<file path="config.mk">
export PLATFORM = sky130hd
export DESIGN_NAME = anlpx_regs
export DESIGN_NICKNAME = d
export VERILOG_FILES = /design/src/verilog/anlpx_pkg.sv /design/src/verilog/anlpx_hold.sv /design/src/verilog/anlpx_regs.sv
export VERILOG_INCLUDE_DIRS = /design/src /design/src/verilog
export SDC_FILE = /design/constraint.sdc
export NUM_CORES = 1
export LEC_CHECK = 0
export ABC_AREA = 1
export BUFFER_PORTS_ARGS = -buffer_cell sky130_fd_sc_hd__buf_2
export CAP_MARGIN = 20
export CELL_PAD_IN_SITES_DETAIL_PLACEMENT = 0
export CELL_PAD_IN_SITES_GLOBAL_PLACEMENT = 1
export CORE_ASPECT_RATIO = 0.5
export CORE_UTILIZATION = 35
export CTS_CLUSTER_SIZE = 8
export DETAILED_ROUTE_END_ITERATION = 6
export PLACE_DENSITY_LB_ADDON = 0.12
export SYNTH_ARGS = -nofsm -noshare
export SYNTH_HDL_FRONTEND = slang
export SYNTH_SLANG_ARGS = --single-unit
</file>
<file path="constraint.sdc">
create_clock -name i_clock -period 1.3 [get_ports i_clock]
set_input_delay 0.26 -clock i_clock [delete_from_list [all_inputs] [get_ports i_clock]]
set_output_delay 0.26 -clock i_clock [all_outputs]
set_load 0.05 [all_outputs]
</file>
<file path="src/verilog/anlpx_defines.svh">
// Offsets, field positions, reset values and decode constants of the partner next page registers.
`ifndef ANLPX_DEFINES_SVH
`define ANLPX_DEFINES_SVH

// Management device address that holds the negotiation registers.
`define ANLPX_DEVAD 5'h07

// Register offsets inside the management device.
`define ANLPX_OFF_LOW 16'h0019
`define ANLPX_OFF_MID 16'h001A
`define ANLPX_OFF_HIGH 16'h001B
`define ANLPX_OFF_STATUS 16'h0030

// Field positions of the first received next page register.
`define ANLPX_BIT_MORE_PAGES 15
`define ANLPX_BIT_PAGE_ACK 14
`define ANLPX_BIT_MESSAGE_PAGE 13
`define ANLPX_BIT_CAN_COMPLY 12
`define ANLPX_BIT_TOGGLE 11
`define ANLPX_CODE_MSB 10
`define ANLPX_CODE_LSB 0

// Slices of the 48-bit partner code word held by the second and third registers.
`define ANLPX_MID_MSB 31
`define ANLPX_MID_LSB 16
`define ANLPX_HIGH_MSB 47
`define ANLPX_HIGH_LSB 32

// Field positions of the negotiation status register.
`define ANLPX_BIT_KR_FEC 4
`define ANLPX_BIT_KR_10G 3
`define ANLPX_BIT_KX_1G 1
`define ANLPX_BIT_PRESENT 0

// Reset values.
`define ANLPX_RST_PAGE 48'h0000_0000_0000
`define ANLPX_RST_WORD 16'h0000
`define ANLPX_RST_STATUS 16'h0001

`endif

</file>
<file path="src/verilog/anlpx_pkg.sv">
// Types shared by the partner next page register files.
package anlpx_pkg;

    // One management register word.
    typedef logic [15:0] anlpx_word_t;

    // A whole received next page code word.
    typedef logic [47:0] anlpx_page_t;

    // Upper 32 bits of a page, as held for a coherent read.
    typedef logic [31:0] anlpx_upper_t;

    // Whether the upper registers show the live page or the held copy.
    typedef enum logic {
        SNAP_LIVE,
        SNAP_HELD
    } anlpx_snap_t;

endpackage

</file>
<file path="src/verilog/anlpx_hold.sv">
// Storage of the last received partner page and of its held upper half.
`timescale 1ns/10ps
`include "anlpx_defines.svh"

module anlpx_hold (
    // Clock and reset
    input wire logic i_clock,
    input wire logic i_sys_rst,
    // Page arriving from the negotiation receiver
    input wire logic i_load,
    input wire anlpx_pkg::anlpx_page_t i_page,
    // Capture strobe from a read of the first register
    input wire logic i_snap,
    // Stored values
    output anlpx_pkg::anlpx_page_t o_live,
    output anlpx_pkg::anlpx_upper_t o_snap
);
    import anlpx_pkg::*;

    // The live page follows every page the receiver hands over.
    always_ff @(posedge i_clock) begin
        if (i_sys_rst) begin
            o_live <= `ANLPX_RST_PAGE;
        end else if (i_load) begin
            o_live <= i_page;
        end
    end

    // Each 16-bit upper word is held separately; the capture takes the page
    // before any load in the same cycle, so a read never mixes two pages.
    genvar w;
    generate
        for (w = 0; w < 2; w = w + 1) begin : g_word
            always_ff @(posedge i_clock) begin
                if (i_sys_rst) begin
                    o_snap[w*16 +: 16] <= `ANLPX_RST_WORD;
                end else if (i_snap) begin
                    o_snap[w*16 +: 16] <= o_live[16 + w*16 +: 16];
                end
            end
        end
    endgenerate

endmodule

</file>
<file path="src/verilog/anlpx_regs.sv">
// Partner next page and negotiated mode registers on the management port.
`timescale 1ns/10ps
`include "anlpx_defines.svh"

module anlpx_regs (
    // Clock and reset
    input wire logic i_clock,
    input wire logic i_sys_rst,
    // Negotiation receiver: page strobe with its word, and resolved modes
    input wire logic i_page_valid,
    input wire anlpx_pkg::anlpx_page_t i_page_word,
    input wire logic i_resolved_kr_fec,
    input wire logic i_resolved_kr_10g,
    input wire logic i_resolved_kx_1g,
    // Management register port
    input wire logic i_mgmt_rd,
    input wire logic i_mgmt_wr,
    input wire logic [4:0] i_mgmt_devad,
    input wire logic [15:0] i_mgmt_addr,
    output anlpx_pkg::anlpx_word_t o_mgmt_rdata,
    output logic o_mgmt_ack,
    output logic o_mgmt_hit
);
    import anlpx_pkg::*;

    // True when the access names one register of this group.
    function automatic logic addr_is(input logic [4:0] devad, input logic [15:0] addr,
                                     input logic [15:0] off);
        addr_is = (devad == `ANLPX_DEVAD) && (addr == off);
    endfunction

    anlpx_page_t live_page;
    anlpx_upper_t snap_upper;
    anlpx_snap_t snap_state;
    anlpx_snap_t next_snap_state;
    logic kr_fec;
    logic kr_10g;
    logic kx_1g;
    logic hit_low;
    logic hit_mid;
    logic hit_high;
    logic hit_status;
    logic hit_any;
    logic rd_low;
    logic rd_mid;
    logic rd_high;
    logic rd_status;
    anlpx_word_t low_word;
    anlpx_word_t mid_word;
    anlpx_word_t high_word;
    anlpx_word_t status_word;
    anlpx_word_t next_rdata;

    // Address decode; only device 0x07 at the four offsets answers with data.
    assign hit_low = addr_is(i_mgmt_devad, i_mgmt_addr, `ANLPX_OFF_LOW);
    assign hit_mid = addr_is(i_mgmt_devad, i_mgmt_addr, `ANLPX_OFF_MID);
    assign hit_high = addr_is(i_mgmt_devad, i_mgmt_addr, `ANLPX_OFF_HIGH);
    assign hit_status = addr_is(i_mgmt_devad, i_mgmt_addr, `ANLPX_OFF_STATUS);
    assign hit_any = hit_low | hit_mid | hit_high | hit_status;
    assign rd_low = i_mgmt_rd & hit_low;
    assign rd_mid = i_mgmt_rd & hit_mid;
    assign rd_high = i_mgmt_rd & hit_high;
    assign rd_status = i_mgmt_rd & hit_status;

    // Page storage; a read of the first register freezes the upper half.
    anlpx_hold u_hold (
        .i_clock(i_clock),
        .i_sys_rst(i_sys_rst),
        .i_load(i_page_valid),
        .i_page(i_page_word),
        .i_snap(rd_low),
        .o_live(live_page),
        .o_snap(snap_upper)
    );

    // Until the first register has been read once, the upper registers show
    // the live page; afterwards they show the copy taken by the last such read.
    always_comb begin
        next_snap_state = snap_state;
        case (snap_state)
            SNAP_LIVE: begin
                if (rd_low) begin
                    next_snap_state = SNAP_HELD;
                end
            end
            SNAP_HELD: begin
                next_snap_state = SNAP_HELD;
            end
            default: begin
                next_snap_state = SNAP_LIVE;
            end
        endcase
    end

    always_ff @(posedge i_clock) begin
        if (i_sys_rst) begin
            snap_state <= SNAP_LIVE;
        end else begin
            snap_state <= next_snap_state;
        end
    end

    // Resolved modes come from the receiver on this clock and are simply
    // registered; they are levels, so no event can be lost here.
    always_ff @(posedge i_clock) begin
        if (i_sys_rst) begin
            kr_fec <= 1'b0;
            kr_10g <= 1'b0;
            kx_1g <= 1'b0;
        end else begin
            kr_fec <= i_resolved_kr_fec;
            kr_10g <= i_resolved_kr_10g;
            kx_1g <= i_resolved_kx_1g;
        end
    end

    // First register: the low 16 bits of the live page, field by field.
    assign low_word[`ANLPX_BIT_MORE_PAGES] = live_page[`ANLPX_BIT_MORE_PAGES];
    assign low_word[`ANLPX_BIT_PAGE_ACK] = live_page[`ANLPX_BIT_PAGE_ACK];
    assign low_word[`ANLPX_BIT_MESSAGE_PAGE] = live_page[`ANLPX_BIT_MESSAGE_PAGE];
    assign low_word[`ANLPX_BIT_CAN_COMPLY] = live_page[`ANLPX_BIT_CAN_COMPLY];
    assign low_word[`ANLPX_BIT_TOGGLE] = live_page[`ANLPX_BIT_TOGGLE];
    assign low_word[`ANLPX_CODE_MSB:`ANLPX_CODE_LSB] =
        live_page[`ANLPX_CODE_MSB:`ANLPX_CODE_LSB];

    // Upper registers; software that skips the first read gets no coherence.
    assign mid_word = (snap_state == SNAP_HELD) ? snap_upper[15:0]
                    : live_page[`ANLPX_MID_MSB:`ANLPX_MID_LSB];
    assign high_word = (snap_state == SNAP_HELD) ? snap_upper[31:16]
                     : live_page[`ANLPX_HIGH_MSB:`ANLPX_HIGH_LSB];

    // Status word; reserved bits read zero and the ability bit is tied high.
    assign status_word[15:5] = 11'h000;
    assign status_word[`ANLPX_BIT_KR_FEC] = kr_fec;
    assign status_word[`ANLPX_BIT_KR_10G] = kr_10g;
    assign status_word[2] = 1'b0;
    assign status_word[`ANLPX_BIT_KX_1G] = kx_1g;
    assign status_word[`ANLPX_BIT_PRESENT] = 1'b1;

    // Read data select; an unmapped address answers with zero.
    assign next_rdata = hit_low ? low_word
                      : hit_mid ? mid_word
                      : hit_high ? high_word
                      : hit_status ? status_word
                      : `ANLPX_RST_WORD;

    // Every access is acknowledged one cycle later; writes change nothing
    // because the whole group is read-only.
    always_ff @(posedge i_clock) begin
        if (i_sys_rst) begin
            o_mgmt_rdata <= `ANLPX_RST_WORD;
            o_mgmt_ack <= 1'b0;
            o_mgmt_hit <= 1'b0;
        end else begin
            o_mgmt_ack <= i_mgmt_rd | i_mgmt_wr;
            o_mgmt_hit <= (i_mgmt_rd | i_mgmt_wr) & hit_any;
            if (i_mgmt_rd) begin
                o_mgmt_rdata <= next_rdata;
            end
        end
    end
endmodule
</file>
==> results.txt <==
The run finished, with violations left. The checks that failed: setup timing. Once the floorplan was initialized, standard cells occupied around 37% of the core.

For this run, the post-layout net count is 817. The category of the worst setup path capture point is a register. The post-synthesis instance area is about 0.0044 mm².

The critical path is of the register to register type. Leaving out fill and tap cells, the most frequent cell in the layout is sky130_fd_sc_hd__dfxtp_1. The power density over cell area is ~1100 mW/mm². In this run, distinct cell masters in the synthesized netlist total 21. The launch instance of the worst register-to-register path is snap_state.

The final layout contains routed wiring with a total length of 13.7 mm. The sequential cell area is 0.00205 mm². The kind of start point of the critical path is a register. Of the synthesized area, sequential elements account for a little under half.

The largest clock skew in the final design is just over 0.01 ns. In the finished design, the share of the clock period the worst path needs comes to 103%. The total setup violations reported at the end of the flow is 5. Synthesis handed over a netlist of 620 instances. The number of failing hold endpoints at the final stage is 0. Across the run, the number of max-cap violations was 0.

The worst reg-to-reg setup slack came out at -0.04 ns. The number of pins exceeding their max-slew limit in the final report came out at 0. The final-layout fill cell count is between 1000 and 1500.

The H-tree generated during clock tree synthesis spans 3 levels. The worst-margin pin slew came out at 0.316 ns. The area of the die is 0.0131 mm². The via count of the first global-routing pass is about 4000. Data on the critical path is required at its endpoint by 1.58 ns.

The tree built by TritonCTS fans out to 102 sinks. The total DRC errors in the routed layout came out at 0. The number of clock buffers inserted by TritonCTS is 9. The register clock-pin slew on the reported worst setup and hold paths is 0.07 ns.

The first-pass iteration count of the detailed router is 5. After detailed routing, the average wire length per cell comes to 15.1 µm. The width of the chip is 161 µm. The floorplan die height came out at 81.6 µm.

The smallest setup slack after layout came out at -0.0439 ns. The area overhead of the layout relative to synthesis is 34.6%. The post-CTS repair timing setup buffer count is 0. The number of hold-repair buffers added at the cts stage came out at 0. For hold timing, the worst endpoint is kr_10g. The flip-flop and latch count after synthesis came out at between 100 and 150. The CTS tree is yes.

The number of vias per cell came out at 4.94. The worst-case vdd ir drop came out at 0.528 mV. The first routing iteration left 376 violations. In this run the core area contains 28 standard-cell rows. The worst hold slack across all endpoints came out at 0.113 ns. The area of all placed cells without fillers is 0.00597 mm².

Leaving out fill and tap cells, the most frequent cells in the layout are sky130_fd_sc_hd__dfxtp_1 (101), sky130_fd_sc_hd__buf_2 (94), sky130_fd_sc_hd__nand2_1 (82). The via count of the routed design is ~4500. In this run the clock root is driven by a sky130_fd_sc_hd__clkbuf_16. The worst hold path begins at i_resolved_kr_10g. The number of nets in the synthesized netlist is roughly 700.

In this run the tightest slew margin relative to its limit is between 70% and 80%. The data arrival time of the critical path came out at 1.62 ns. The biggest fanout along the worst timing path is 10.

The tightest min-delay check is of the input pin to register type. The core footprint came out at 0.0121 mm². The final weighted congestion in routability-driven placement is 0.839. In the final layout, the multi-input gates occupy 0.00207 mm².

The number of antenna violations at the first check in global routing came out at 0. The leakage dissipation is 0.00258 µW. The remaining antenna violation count after routing is 0.

The number of instances on the worst hold path came out at 3. The antenna diode instance count came out at 0. The post-route minimum period came out at 1.34 ns. Summing all placed instances gives a cell area of 0.00546 mm². The total half-perimeter wirelength after legalization and detailed placement is ~9 mm. Derived from the worst setup path, the maximum achievable clock frequency is 0.744 GHz.

For this run the aggregate overflow at the end of global routing stands at 0. The global-route wire length before repair is 20.3 mm. For the worst-skew pair, the clock arrives at the later sink with an insertion delay of between 0.3 and 0.4 ns. The largest net degree at the start of global routing is 73. In the final layout, the share of cells above drive strength 1 is 27.1%. In this run the critical register-to-register path is captured at o_mgmt_rdata[15].

Setup repair after global routing could not meet its margin everywhere. Input and output buffers added on the ports amount to 94. For the worst flop-to-flop path, the logic depth is 8.

Yosys printed 0 warnings. The post-synthesis area per instance is approximately 7.1 µm². The clock passes through at most 2 buffers. The total routing resource utilization after global routing came out at 19.9%.

For this design the top-level I/O count stands at 95.
## synthesized netlist by cell type
cell type                  count  area [µm²]
sky130_fd_sc_hd__nor2_4        2        22.5
sky130_fd_sc_hd__inv_1        50         188
sky130_fd_sc_hd__dfxtp_1     102        2040
sky130_fd_sc_hd__clkbuf_1     30         113
sky130_fd_sc_hd__buf_1         6        22.5
sky130_fd_sc_hd__o21ai_0      93         465
sky130_fd_sc_hd__nand2_4       1        11.3
sky130_fd_sc_hd__a21oi_1      82         410
sky130_fd_sc_hd__inv_2         3        11.3
sky130_fd_sc_hd__nor2_2        1        6.26
sky130_fd_sc_hd__o21bai_1      1        7.51
sky130_fd_sc_hd__nand3_1      25         125
sky130_fd_sc_hd__nor2_1       60         225
sky130_fd_sc_hd__clkinv_1      2        7.51
sky130_fd_sc_hd__o21ai_1      20         100
sky130_fd_sc_hd__buf_6         3        33.8
sky130_fd_sc_hd__nor3_1        4        20.0
sky130_fd_sc_hd__nand2_1      86         323
sky130_fd_sc_hd__o21a_1        1        7.51
sky130_fd_sc_hd__nand4_1      40         250
sky130_fd_sc_hd__buf_2         8        40.0
## critical path, stage by stage (launching register included)
cell and delay, ns:
sky130_fd_sc_hd__dfxtp_4 0.42, sky130_fd_sc_hd__buf_6 0.16, sky130_fd_sc_hd__nand2_1 0.06, sky130_fd_sc_hd__o21ai_1 0.10, sky130_fd_sc_hd__buf_4 0.16, sky130_fd_sc_hd__nand4_1 0.09, sky130_fd_sc_hd__nand3_1 0.10, sky130_fd_sc_hd__nand2_1 0.08
sky130_fd_sc_hd__a21oi_1 0.12
## area by class of cell
| type | count | area share [%] |
|---|---|---|
| Multi-Input combinational cell | 416 | 34.7 |
| Sequential cell | 102 | 34.3 |
| Timing Repair Buffer | 156 | 19.4 |
| Clock buffer | 12 | 4.13 |
| Inverter | 55 | 3.54 |
| Tap cell | 165 | 3.46 |
| Clock inverter | 4 | 0.503 |
## how the worst max path moves through the flow
stage                    startpoint  slack (ns)  depth (start not counted)                end
finish                   snap_state       -0.04                          8   o_mgmt_rdata[15]
global route             snap_state       -0.15                          8    o_mgmt_rdata[8]
CTS                      snap_state       -0.03                          8    o_mgmt_rdata[8]
detailed placement  i_mgmt_devad[4]       -0.34                         11  u_hold.o_snap[15]
global placement    i_mgmt_devad[4]       -0.31                         11  u_hold.o_snap[31]
floorplan           i_mgmt_addr[15]       -0.07                         11  u_hold.o_snap[17]
## logic make-up after synthesis
group	share of synthesized area [%]
and+or+nand+nor	22.2
AOI/OAI and AO/OA	22.4
DFF	46.1
buffers and inverters	9.37
## flip-flops by register name (all words and copies together) (netlist names)
signal,count
o_mgmt_ack,1
u_hold.o_snap,32
u_hold.o_live,48
kr_10g,1
kx_1g,1
snap_state,1
kr_fec,1
o_mgmt_rdata,16
o_mgmt_hit,1
## power breakdown
| part | switching, µW | total [µW] | internal, µW |
|---|---|---|---|
| clock network | 1190 | 2550 | 1360 |
| registers | 36.3 | 3270 | 3230 |
| logic | 376 | 648 | 272 |
| total | 1600 | 6460 | 4860 |
## metrics by stage
stage	util (%)	cells	setup TNS [ns]	setup slack [ns]	total power (µW)
detailed placement	45.2	887	-13.50	-0.339	3980
global placement	45.2	887	-12.46	-0.312	3970
floorplan	-	620	-1.78	-0.0698	3630
CTS	47.5	903	-0.113	-0.0280	6520
finish	49.4	910	-0.128	-0.0439	6460
global route	49.4	910	-2.00	-0.148	6740
## layer usage
layer	vias up	part of all wire, %	routed length, µm	track usage, %
met3	7	5.6	763	4.34
met5	-	0	0	0
met4	0	0.73	100	4.53
met1	2035	53	7290	28.7
li1	2327	-	-	-
met2	122	41	5560	30.1
## repair_timing
| item | CTS | global route |
|---|---|---|
| cloned | 0 | 7 |
| pin swaps | 0 | 2 |
| endpoints found under the setup margin | 16 | 48 |
| gates resized for setup | 17 | 26 |
Power figures use the tool's default switching activity.
